[src/inc/tie_pkg.sv]
package tie_pkg;

   // ----------------------------------------
   // Register bus geometry
   // ----------------------------------------
   localparam int unsigned ADDR_W = 12;
   localparam int unsigned DATA_W = 8;

   // ----------------------------------------
   // Register offsets
   // ----------------------------------------
   localparam logic [11:0] SYS_EN_ADDR   = 12'h010;
   localparam logic [11:0] CAN_EN_ADDR   = 12'h011;
   localparam logic [11:0] PIN_EN_ADDR   = 12'h012;
   localparam logic [11:0] SYS_STAT_ADDR = 12'h060;

   // ----------------------------------------
   // Field positions (enables share the status positions)
   // ----------------------------------------
   localparam int unsigned BIT_STARTUP   = 7;
   localparam int unsigned BIT_BUS_WAKE  = 6;
   localparam int unsigned BIT_THERMAL   = 5;
   localparam int unsigned BIT_SERIAL    = 4;
   localparam int unsigned BIT_SUPPLY    = 3;
   localparam int unsigned BIT_WAKE_RISE = 1;
   localparam int unsigned BIT_WAKE_FALL = 0;
   localparam int unsigned BIT_SILENCE   = 3;
   localparam int unsigned BIT_STUCK     = 2;
   localparam int unsigned BIT_TX_IN2    = 1;
   localparam int unsigned BIT_TX_IN     = 0;
   localparam int unsigned BIT_PIN2      = 1;
   localparam int unsigned BIT_PIN1      = 0;

   // ----------------------------------------
   // Values after startup and field masks
   // ----------------------------------------
   localparam logic [7:0] SYS_EN_RST    = 8'h08;
   localparam logic [7:0] CAN_EN_RST    = 8'h00;
   localparam logic [7:0] PIN_EN_RST    = 8'h00;
   localparam logic [7:0] SYS_STAT_RST  = 8'h80;
   localparam logic [7:0] SYS_EN_MASK   = 8'h7b;
   localparam logic [7:0] CAN_EN_MASK   = 8'h0f;
   localparam logic [7:0] PIN_EN_MASK   = 8'h03;
   localparam logic [7:0] SYS_STAT_MASK = 8'hfb;
   localparam logic [7:0] WAKE_MASK     = 8'h43;
   localparam logic [7:0] FAILSAFE_SET  = 8'h43;
   localparam logic [1:0] SYNC_PRIMED   = 2'h3;

   // ----------------------------------------
   // Carriers
   // ----------------------------------------
   typedef struct packed {
      logic [11:0] addr;
      logic [7:0]  wdata;
      logic        wr;
      logic        rd;
   } tie_bus_req_type;

   typedef struct packed {
      logic bus_wake;
      logic thermal_warn;
      logic serial_fail;
      logic supply_low;
   } tie_events_type;

   typedef struct packed {
      logic       s1;
      logic       s2;
      logic       prev;
      logic [1:0] primed;
      logic       rise;
      logic       fall;
   } tie_sync_type;

   typedef struct packed {
      logic [7:0] sys_en;
      logic [7:0] can_en;
      logic [7:0] pin_en;
      logic [7:0] sys_stat;
      logic [7:0] rdata;
      logic       failsafe_prev;
      logic       irq;
      logic       wake_req;
   } tie_state_type;

endpackage

[src/design/tie_pin_sync.sv]
`timescale 1ns/1ns
module tie_pin_sync (
   input  wire logic ref_clk_in,
   input  wire logic reset_in,
   input  wire logic pin_in,
   output logic      rise_out,
   output logic      fall_out
);

   // ----------------------------------------
   // State
   // ----------------------------------------
   tie_pkg::tie_sync_type sync_q;   // Registered state
   tie_pkg::tie_sync_type sync_d;   // Next state

   // Edge pulses come straight from flops
   assign rise_out = sync_q.rise;
   assign fall_out = sync_q.fall;

   // Two flops, then edge compare on the settled copy only.
   // Edges are held off until prev is valid, so a pin that is
   // high at reset release does not look like a rising edge.
   always_comb
   begin
      sync_d        = sync_q;
      sync_d.s1     = pin_in;
      sync_d.s2     = sync_q.s1;
      sync_d.prev   = sync_q.s2;
      if (sync_q.primed != tie_pkg::SYNC_PRIMED)
      begin
         sync_d.primed = sync_q.primed + 2'h1;
      end
      sync_d.rise = (sync_q.primed == tie_pkg::SYNC_PRIMED)
                    && sync_q.s2 && !sync_q.prev;
      sync_d.fall = (sync_q.primed == tie_pkg::SYNC_PRIMED)
                    && !sync_q.s2 && sync_q.prev;
   end

   // Register the copy
   always_ff @(posedge ref_clk_in or posedge reset_in)
   begin
      if (reset_in)
      begin
         sync_q <= '0;
      end
      else
      begin
         sync_q <= sync_d;
      end
   end

endmodule

[src/design/tie_irq_regs.sv]
// Decided for this implementation: the address-and-strobe port.
`timescale 1ns/1ns
// Overview of operation
// RULE1 - Serial failure enable resets clear, gates interrupt
// RULE2 - Supply-low enable resets set, software writable
// RULE3 - Wake rising-edge enable, resets clear
// RULE4 - Wake falling-edge enable, resets clear
// RULE5 - Failsafe entry forces bus and wake enables
// RULE6 - Software writes zero to reserved enable bits
// RULE7 - Bus silence enable at bit three
// RULE8 - Bus stuck-dominant enable at bit two
// RULE9 - Second transmit timeout enable at bit one
// RULE10 - Primary transmit timeout enable at bit zero
// RULE11 - Software writes zeros to upper four bits
// RULE12 - Software selects wake-capable pin function first
// RULE13 - Second pin enable at bit one
// RULE14 - First pin enable at bit zero
// RULE15 - Startup flag set at reset, write-one clears
// RULE16 - Bus wake flag at bit six
// RULE17 - Thermal warning flag at bit five
// RULE18 - Serial failure flag at bit four
// RULE19 - Supply-low flag at bit three
// RULE20 - Software writes one to reserved bit two
// RULE21 - Startup flag always raises the interrupt
// RULE22 - Wake edge flags at bits one, zero
// RULE23 - Interrupt when enabled flag or startup pending
module tie_irq_regs (
   input  wire logic                     ref_clk_in,
   input  wire logic                     reset_in,
   input  wire tie_pkg::tie_bus_req_type bus_req_in,
   output logic [7:0]                    rd_data_out,
   input  wire tie_pkg::tie_events_type  events_in,
   input  wire logic                     wake_pin_in,
   input  wire logic                     failsafe_state_in,
   output logic                          irq_out,
   output logic                          wake_req_out,
   output logic [7:0]                    sys_irq_en_out,
   output logic [3:0]                    can_irq_en_out,
   output logic [1:0]                    pin_irq_en_out
);

   // ----------------------------------------
   // State and helpers
   // ----------------------------------------
   tie_pkg::tie_state_type state_q;     // Registered state
   tie_pkg::tie_state_type state_d;     // Next state
   logic                   wake_rise;   // Synchronised rising edge
   logic                   wake_fall;   // Synchronised falling edge
   logic                   wr_sys_en;   // Write hits system enables
   logic                   wr_can_en;   // Write hits bus enables
   logic                   wr_pin_en;   // Write hits pin enables
   logic                   wr_stat;     // Write hits status
   logic                   fs_entry;    // One cycle on failsafe entry
   logic [7:0]             stat_set;    // Hardware set requests
   logic [7:0]             stat_clr;    // Software clear requests
   logic [7:0]             stat_live;   // Status after set and clear
   logic [7:0]             en_live;     // Enables after this cycle

   // ----------------------------------------
   // Outputs straight from flops
   // ----------------------------------------
   assign rd_data_out    = state_q.rdata;
   assign irq_out        = state_q.irq;
   assign wake_req_out   = state_q.wake_req;
   assign sys_irq_en_out = state_q.sys_en;
   assign can_irq_en_out = state_q.can_en[3:0];
   assign pin_irq_en_out = state_q.pin_en[1:0];

   // ----------------------------------------
   // Wake pin synchroniser
   // ----------------------------------------
   // The wake pin is asynchronous; it is brought in through two
   // flops and turned into single-cycle edge pulses.
   tie_pin_sync u_wake_sync (
      .ref_clk_in (ref_clk_in),
      .reset_in   (reset_in),
      .pin_in     (wake_pin_in),
      .rise_out   (wake_rise),
      .fall_out   (wake_fall)
   );

   // ----------------------------------------
   // Address decode
   // ----------------------------------------
   // Only writes are decoded here; reads are decoded in the
   // read-back mux below.
   always_comb
   begin
      wr_sys_en = bus_req_in.wr
                  && (bus_req_in.addr == tie_pkg::SYS_EN_ADDR);
      wr_can_en = bus_req_in.wr
                  && (bus_req_in.addr == tie_pkg::CAN_EN_ADDR);
      wr_pin_en = bus_req_in.wr
                  && (bus_req_in.addr == tie_pkg::PIN_EN_ADDR);
      wr_stat   = bus_req_in.wr
                  && (bus_req_in.addr == tie_pkg::SYS_STAT_ADDR);
   end

   // ----------------------------------------
   // Failsafe entry
   // ----------------------------------------
   // The failsafe level comes from logic on this clock, so it is
   // used as is. Only the entry forces enables; staying in the
   // state leaves software free to change them again.
   assign fs_entry = failsafe_state_in && !state_q.failsafe_prev;

   // ----------------------------------------
   // Status set and clear requests
   // ----------------------------------------
   always_comb
   begin
      // Default: nothing to set
      stat_set = 8'h00;

      // Bus wake-up event
      stat_set[tie_pkg::BIT_BUS_WAKE] = events_in.bus_wake;     // [RULE16]

      // Thermal warning event
      stat_set[tie_pkg::BIT_THERMAL] = events_in.thermal_warn;  // [RULE17]

      // Serial interface failure
      stat_set[tie_pkg::BIT_SERIAL] = events_in.serial_fail;    // [RULE18]

      // Supply undervoltage
      stat_set[tie_pkg::BIT_SUPPLY] = events_in.supply_low;     // [RULE19]

      // Wake pin edges
      stat_set[tie_pkg::BIT_WAKE_RISE] = wake_rise;             // [RULE22]
      stat_set[tie_pkg::BIT_WAKE_FALL] = wake_fall;             // [RULE22]

      // Write-one clears; reserved bit two is ignored even though
      // software writes a one there
      stat_clr = 8'h00;
      if (wr_stat)
      begin
         stat_clr = bus_req_in.wdata & tie_pkg::SYS_STAT_MASK;  // [RULE20]
      end
   end

   // ----------------------------------------
   // Next-state logic
   // ----------------------------------------
   always_comb
   begin
      // Hold everything by default
      state_d = state_q;

      // Track the failsafe level for entry detection
      state_d.failsafe_prev = failsafe_state_in;

      // System enables: reserved bits stay zero whatever is
      // written, so a careless write cannot create stray enables
      if (wr_sys_en)
      begin
         // Bus wake-up enable
         state_d.sys_en[tie_pkg::BIT_BUS_WAKE] =
            bus_req_in.wdata[tie_pkg::BIT_BUS_WAKE];

         // Thermal warning enable
         state_d.sys_en[tie_pkg::BIT_THERMAL] =
            bus_req_in.wdata[tie_pkg::BIT_THERMAL];

         // Serial failure enable
         state_d.sys_en[tie_pkg::BIT_SERIAL] =
            bus_req_in.wdata[tie_pkg::BIT_SERIAL];         // [RULE1]

         // Supply-low enable, may be turned off and on
         state_d.sys_en[tie_pkg::BIT_SUPPLY] =
            bus_req_in.wdata[tie_pkg::BIT_SUPPLY];         // [RULE2]

         // Wake rising-edge enable
         state_d.sys_en[tie_pkg::BIT_WAKE_RISE] =
            bus_req_in.wdata[tie_pkg::BIT_WAKE_RISE];      // [RULE3]

         // Wake falling-edge enable
         state_d.sys_en[tie_pkg::BIT_WAKE_FALL] =
            bus_req_in.wdata[tie_pkg::BIT_WAKE_FALL];      // [RULE4]

         // Reserved bits seven and two
         state_d.sys_en = state_d.sys_en & tie_pkg::SYS_EN_MASK; // [RULE6]
      end

      // Failsafe entry wins over a software write in the same
      // cycle, so the safe configuration is never lost
      if (fs_entry)
      begin
         state_d.sys_en = state_d.sys_en | tie_pkg::FAILSAFE_SET; // [RULE5]
      end

      // Bus event enables
      if (wr_can_en)
      begin
         // Bus silence
         state_d.can_en[tie_pkg::BIT_SILENCE] =
            bus_req_in.wdata[tie_pkg::BIT_SILENCE];        // [RULE7]

         // Bus stuck dominant
         state_d.can_en[tie_pkg::BIT_STUCK] =
            bus_req_in.wdata[tie_pkg::BIT_STUCK];          // [RULE8]

         // Second transmit input timeout
         state_d.can_en[tie_pkg::BIT_TX_IN2] =
            bus_req_in.wdata[tie_pkg::BIT_TX_IN2];         // [RULE9]

         // Primary transmit input timeout
         state_d.can_en[tie_pkg::BIT_TX_IN] =
            bus_req_in.wdata[tie_pkg::BIT_TX_IN];          // [RULE10]

         // Upper nibble is reserved and stays zero
         state_d.can_en = state_d.can_en & tie_pkg::CAN_EN_MASK; // [RULE11]
      end

      // General-purpose pin enables; these only matter once the
      // pin function has been set to a wake-capable code
      if (wr_pin_en)
      begin
         // Second pin
         state_d.pin_en[tie_pkg::BIT_PIN2] =
            bus_req_in.wdata[tie_pkg::BIT_PIN2];           // [RULE13]

         // First pin
         state_d.pin_en[tie_pkg::BIT_PIN1] =
            bus_req_in.wdata[tie_pkg::BIT_PIN1];           // [RULE14]

         // Upper six bits are reserved
         state_d.pin_en = state_d.pin_en & tie_pkg::PIN_EN_MASK; // [RULE14]
      end

      // Status: a set in the same cycle as a clear wins, so no
      // event is ever lost to a racing acknowledge
      state_d.sys_stat = (state_q.sys_stat & ~stat_clr) | stat_set;

      // Startup flag has no hardware set after reset, only clear
      state_d.sys_stat[tie_pkg::BIT_STARTUP] =
         state_q.sys_stat[tie_pkg::BIT_STARTUP]
         && !stat_clr[tie_pkg::BIT_STARTUP];                // [RULE15]

      // Reserved status bit reads zero
      state_d.sys_stat = state_d.sys_stat & tie_pkg::SYS_STAT_MASK;

      // Interrupt from the next state, so the line follows the
      // flags with no extra cycle of delay
      state_d.irq = (|(stat_live & en_live))                // [RULE23]
                    || stat_live[tie_pkg::BIT_STARTUP];     // [RULE21]

      // Wake request whenever a wake-up source is latched
      state_d.wake_req = |(stat_live & tie_pkg::WAKE_MASK); // [RULE22]

      // Read-back: data stands only in the cycle after the read,
      // unmapped offsets answer zero
      state_d.rdata = 8'h00;
      if (bus_req_in.rd)
      begin
         case (bus_req_in.addr)
            // System enables
            tie_pkg::SYS_EN_ADDR:
            begin
               state_d.rdata = state_q.sys_en;
            end

            // Bus event enables
            tie_pkg::CAN_EN_ADDR:
            begin
               state_d.rdata = state_q.can_en;
            end

            // Pin enables
            tie_pkg::PIN_EN_ADDR:
            begin
               state_d.rdata = state_q.pin_en;
            end

            // Latched status
            tie_pkg::SYS_STAT_ADDR:
            begin
               state_d.rdata = state_q.sys_stat;
            end

            // Anything else
            default:
            begin
               state_d.rdata = 8'h00;
            end
         endcase
      end
   end

   // ----------------------------------------
   // Live views for the interrupt term
   // ----------------------------------------
   // Kept apart from the next-state block so that the interrupt
   // equation reads plainly. The startup bit is masked out of the
   // enable view and handled on its own, since it has no enable.
   always_comb
   begin
      stat_live = ((state_q.sys_stat & ~stat_clr) | stat_set)
                  & tie_pkg::SYS_STAT_MASK;

      stat_live[tie_pkg::BIT_STARTUP] =
         state_q.sys_stat[tie_pkg::BIT_STARTUP]
         && !stat_clr[tie_pkg::BIT_STARTUP];

      en_live = state_q.sys_en;
      if (wr_sys_en)
      begin
         en_live = bus_req_in.wdata & tie_pkg::SYS_EN_MASK;
      end

      if (fs_entry)
      begin
         en_live = en_live | tie_pkg::FAILSAFE_SET;         // [RULE5]
      end

      // The startup position carries no enable
      en_live[tie_pkg::BIT_STARTUP] = 1'b0;
   end

   // ----------------------------------------
   // State register
   // ----------------------------------------
   // Reset loads the startup values: supply-low enable on, all
   // other enables off, only the startup flag pending. The
   // interrupt flop starts high because that flag is pending.
   always_ff @(posedge ref_clk_in or posedge reset_in)
   begin
      if (reset_in)
      begin
         state_q               <= '0;
         state_q.sys_en        <= tie_pkg::SYS_EN_RST;      // [RULE1] [RULE2]
         state_q.can_en        <= tie_pkg::CAN_EN_RST;      // [RULE7]
         state_q.pin_en        <= tie_pkg::PIN_EN_RST;      // [RULE13]
         state_q.sys_stat      <= tie_pkg::SYS_STAT_RST;    // [RULE15]

         state_q.irq           <= 1'b1;                     // [RULE21]
      end
      else
      begin
         state_q <= state_d;
      end
   end

endmodule

[config.mk]
export PLATFORM = sky130hd
export DESIGN_NAME = tie_irq_regs
export DESIGN_NICKNAME = d
export VERILOG_FILES = /design/src/inc/tie_pkg.sv /design/src/design/tie_pin_sync.sv /design/src/design/tie_irq_regs.sv
export SDC_FILE = /design/constraint.sdc
export NUM_CORES = 1
export LEC_CHECK = 0
export BUFFER_PORTS_ARGS = -buffer_cell sky130_fd_sc_hd__buf_2
export CAP_MARGIN = 20
export CORE_MARGIN = 3
export CORE_UTILIZATION = 55
export CTS_BUF_LIST = sky130_fd_sc_hd__clkbuf_4
export DETAILED_ROUTE_END_ITERATION = 7
export HOLD_SLACK_MARGIN = 0.12
export PLACE_DENSITY_LB_ADDON = 0.08
export SLEW_MARGIN = 20
export SYNTH_ARGS = -nofsm -noshare
export SYNTH_HDL_FRONTEND = slang
export SYNTH_SLANG_ARGS = --single-unit
[constraint.sdc]
create_clock -name ref_clk_in -period 3.85 [get_ports ref_clk_in]
set_input_delay 1.155 -clock ref_clk_in [delete_from_list [all_inputs] [get_ports ref_clk_in]]
set_output_delay 1.155 -clock ref_clk_in [all_outputs]
set_load 0.01 [all_outputs]
---- Yosys cells after proc, flatten, opt, wreduce, memory -nomap -nowiden ----
Cells that the tools add are included.
word-level totals
  flip-flop bits (word level) ............. 39
  latch bits .............................. 0
  memory bits (writable) .................. 0
  ROM bits ................................ 0
  input port bits ......................... 30
  output and inout bits ................... 24
  logic and storage cells ................. 47
  memories ................................ 0
operators by class
  add/subtract/negate cells ............... 1
  multipliers ............................. 0
  div/mod/pow operators ................... 0
  order comparisons ....................... 0
  eq/ne operators ......................... 6
  shifts and indexed selects .............. 0
  mux-type cells .......................... 5
  bitwise logic cells ..................... 4
  reduce and logical (&&, ||, !) cells .... 17
operators with widths
  kind                                                                     number
  12-bit by 5-bit equality test with 1-bit output (second input constant)  3
  8-bit case mux with 4 select lines                                       1
  8-bit two-way mux                                                        3
  12-bit by 7-bit equality test with 1-bit output (second input constant)  1
  1-bit logical AND                                                        10
  8-bit by 7-bit bitwise AND with 8-bit output                             1
  8-bit OR reduction                                                       1
  7-bit bitwise AND                                                        1
  7-bit two-way mux                                                        1
  7-bit inverter                                                           1
  7-bit bitwise OR                                                         1
  1-bit logical NOT                                                        4
  3-bit OR reduction                                                       1
  2-bit by 1-bit adder with 2-bit output (second input constant)           1
  2-bit equality test (second input constant)                              1
  2-bit inequality test (second input constant)                            1
  1-bit logical OR                                                         1

---- Logic depth before layout (Yosys ltp) ----
  word-level depth ........................ 9
  gate-level depth with buffers ........... 7
  depth with buffers taken out ............ 5

---- Modules after synthesis ----
Synthesis repeated with hierarchy kept, for this count alone.
second synthesis, totals
  cell total of the unflattened synthesis .. 145
  area total of the unflattened synthesis .. 1707.9 µm²
modules (own cells, without submodules)
  module        times used  cells each  area an instance (µm²)  sequential area each (µm²)
  tie_irq_regs  1           132         1472.7                  754.5
  tie_pin_sync  1           13          235.2                   175.2

---- Worst setup path before layout ----
Ideal clock, no wire load.
  kind .................................... input -> register
  from .................................... input bus_req_in[17] (netlist bit)
  to ...................................... register state_q, in the netlist can_irq_en_out[0]
  library setup time ...................... 125 ps
  arrival time ............................ 3053 ps
  required time ........................... 3725 ps
  setup slack ............................. 672 ps
  cell stages on the path ................. 6
  path buffers ............................ 1
  cell sequence ........................... or4_1 buf_2 or4_4 nor3b_4 nand2_2 mux2_4
between the ends
  longest elaborated chain between the ends .. 2
ends and longest elaborated chain
  element                                          RTL line             text
  start: declaration                               tie_irq_regs.sv:30   input wire tie_pkg::tie_bus_req_type bus_req_in,
  12-bit by 5-bit equality test with 1-bit output  tie_irq_regs.sv:92   && (bus_req_in.addr == tie_pkg::CAN_EN_ADDR);
  1-bit logical AND                                tie_irq_regs.sv:92
  end signal: assignment                           tie_irq_regs.sv:338  state_q <= state_d;
  end: declaration                                 tie_irq_regs.sv:45   tie_pkg::tie_state_type state_q;
Every way passes these cells.
A chain may end at the register's enable or synchronous reset.

---- Final worst setup path ----
Ends and elaborated chain as after synthesis.

==> run_results.csv <==
group,metric,value,unit
status,outcome,"complete, no violations",
placement,dpl.hpwl,2.74,mm
synthesis,synth_cell_types,41,
clock_network,cts.sink_count,37,
global_routing,gr-usage-met3,0.0414,
timing,maxSlewViolCount,0,
timing,worst_pin_slew,0.813,ns
timing,max-slew-margin-rel,0.457,
route,avgRoutedWirePerCell,14.9,µm
synthesis,synth.top_cell.area_share,0.476,
die,fp-row-count,20,
clock_network,insertion_delay_of_the_later_clocked_pin_in_the_worst_skew_pair,0.35,ns
final_layout,fillCellCount,287,
route,via_count,1201,
synthesis,post_synth_inst_count,149,
die,die-area,0.00397,mm²
synthesis,ys_ff_latch,37,
clock_network,cts.clk_slew.worst_paths,0.11,ns
clock_network,tritoncts,"done",
final_layout,design.final.nets,217,
final_layout,layout-drive-gt1-share,0.471,
global_routing,grt_antenna_before_repair,0,
worst_setup_path,cp_max_fo,6,
synthesis,synth_largest_area_cell,"dfrtp_1",
route,initialDrtViolationCount,77,
timing,final.min_clock_period,3.04,ns
global_routing,grt.busiest_layer,"met2",
synthesis,dominantRegCellSynth,"dfrtp_1",
timing,finClkSkew,0.00953,ns
global_routing,grt_max_degree,24,
die,top_level_ports,54,
worst_setup_path,start_kind,"input pin",
worst_setup_path,setup.worst_path.end_class,"flip-flop",
timing,finalSetupViolCount,0,
die,die_height,63.0,µm
power,power_leakage,0.000964,µW
global_routing,grtUsageMet2,0.324,
power,post-layout-total-power,635,µW
timing,max_freq,329,MHz
route,routed_wirelength,3.44,mm
timing,grt_setup_unrepaired,"false",
die,coreArea,0.00308,mm²
clock_network,clk_root_buffer_cell,"clkbuf_4",
placement,gp_congestion,0.827,
synthesis,synth_common_cells,"dfrtp_1 (34), buf_4 (22), nor2_1 (13)",
synthesis,post_synth.cell_area_avg,12.0,µm²
synthesis,synth.most_common_cell,"dfrtp_1",
placement,placement.cell_area,0.00193,mm²
route,post_drt_via_cell_ratio,5.20,
global_routing,first_pass_grt_wire_length,5.87,mm
synthesis,yosys_warnings,0,
clock_network,cts_post_setup_buffers_inserted,0,
timing,final_hold_viol_count,0,
clock_network,cts_htree_levels,2,
power,worst_ir_drop_vdd,0.000217,V
clock_network,ctsLongestPathBuffers,2,
clock_network,cts_repair_resize_count,0,
worst_setup_path,arrival,3.28,ns
flow_run,number_of_max_capacitance_violations_reported,0,
power,pwr_per_cell_area,320,mW/mm²
synthesis,yosysSeqAreaShare,0.520,
global_routing,first_global_vias,1247,
clock_network,cts_hold_repair.buffers,0,
final_layout,final_area,0.00199,mm²
route,first_pass_iters,5,
die,initial_core_util,0.580,
final_layout,multiInputGateArea,646,µm²
final_layout,regArea,930,µm²
placement,port_buffers,51,
global_routing,globalRouteTotalUtil,0.190,
route,antenna_violating_nets_remaining,0,
synthesis,post_synth_instance_area,0.00179,mm²
route,drc,0,
synthesis,synth-async-reset-ratio,1.00,
timing,fin_tns_setup,0,ns
synthesis,synth_edf_count,0,
final_layout,areaGrowthSynthToFinish,11.1,%
synthesis,yosys-top-cells-area,"dfrtp_1 (48%), buf_4 (9.2%), mux2_4 (5.9%)",
timing,min_period_over_period,0.791,
clock_network,cts-buffers-inserted,5,
global_routing,global_route.usage.met1,0.236,
die,die_x,63.0,µm
hold_path,timing.hold.worst.class,"reg2reg",
global_routing,global_route_congestion_overflow_total,0,
worst_setup_path,crit_type,"in2reg",
final_layout,ant_diodes,0,
worst_setup_path,worst_ep_required_time,4.08,ns
through the flow:
stage / hold WS [ns] / setup slack, ns / utilization / std cells
CTS: 0.367 / 0.820 / 0.645 / 231
global placement: 0.345 / 0.480 / 0.627 / 223
floorplan: 0.331 / 0.672 / - / 150
detailed placement: 0.342 / 0.444 / 0.627 / 223
finish: 0.365 / 0.806 / 0.645 / 231
global route: 0.370 / 0.745 / 0.645 / 231
final cells by class:
| class | count | share of cell area |
|---|---|---|
| multi-input combinational | 82 | 0.325 |
| timing repair buffer | 54 | 0.140 |
| sequential | 37 | 0.468 |
| tap | 44 | 0.0277 |
| inverter | 6 | 0.0113 |
| clock buffer | 5 | 0.0189 |
| clock inverter | 3 | 0.00882 |
worst max-delay path: stages:
cell	delay [ns]
buf_2	0.09
or4_1	0.67
or4_4	0.60
nor3b_4	0.29
nand2_2	0.16
mux2_4	0.31
sequential cells by signal (all words and copies together) (netlist names):
name / cells
sys_irq_en_out: 6
can_irq_en_out: 4
irq_out: 1
wake_req_out: 1
state_q: 8
rd_data_out: 8
u_wake_sync.sync_d: 2
u_wake_sync.fall_out: 1
pin_irq_en_out: 2
u_wake_sync.sync_q: 3
u_wake_sync.rise_out: 1
final timing paths:
check	start	to	slack, ns	depth (start not counted)
max in group asynchronous	reset_in	sys_irq_en_out[3]$_DFF_PP1_	2.15	3
worst max register to register	state_q[12]$_DFF_PP0_	wake_req_out$_DFF_PP0_	2.56	3
worst min register to register	u_wake_sync.sync_d[5]$_DFF_PP0_	u_wake_sync.sync_d[4]$_DFF_PP0_	0.36	0
worst max-delay path	bus_req_in[17]	can_irq_en_out[0]$_DFFE_PP0P_	0.81	6
worst min-delay path	u_wake_sync.sync_d[5]$_DFF_PP0_	u_wake_sync.sync_d[4]$_DFF_PP0_	0.36	0
min in group asynchronous	reset_in	sys_irq_en_out[5]$_DFF_PP0_	0.94	2
power by group:
part	switching [µW]	internal, µW
logic	23.6	17.0
registers	2.01	392
clock network	131	69.1
metal layers:
metal,share of wire,vias up
met5,0,-
met1,0.40,585
met2,0.53,33
li1,-,580
met3,0.058,3
met4,0.0070,0
layout by cell type (no fill, tap or decap), types with 4 or more instances in the layout:
cell	count
buf_2	51
dfrtp_1	34
nor2_1	13
mux2_4	7
inv_1	6
nand2_1	5
clkbuf_4	5
or2_2	4
a21oi_1	4
a22oi_1	4
a31oi_1	4
logic make-up (layout without fill, tap and decap cells):
group	count (synthesis)	after routing	synth area share
buf+inv	31	68	0.120
compound gates	21	21	0.0875
xor+xnor	1	1	0.00490
mux	12	12	0.0889
flops	37	37	0.520
fa+ha+maj	1	1	0.00700
simple gates	45	45	0.169
other cells	1	2	0.00210
Note: power is estimated with default switching activity, not from simulation.
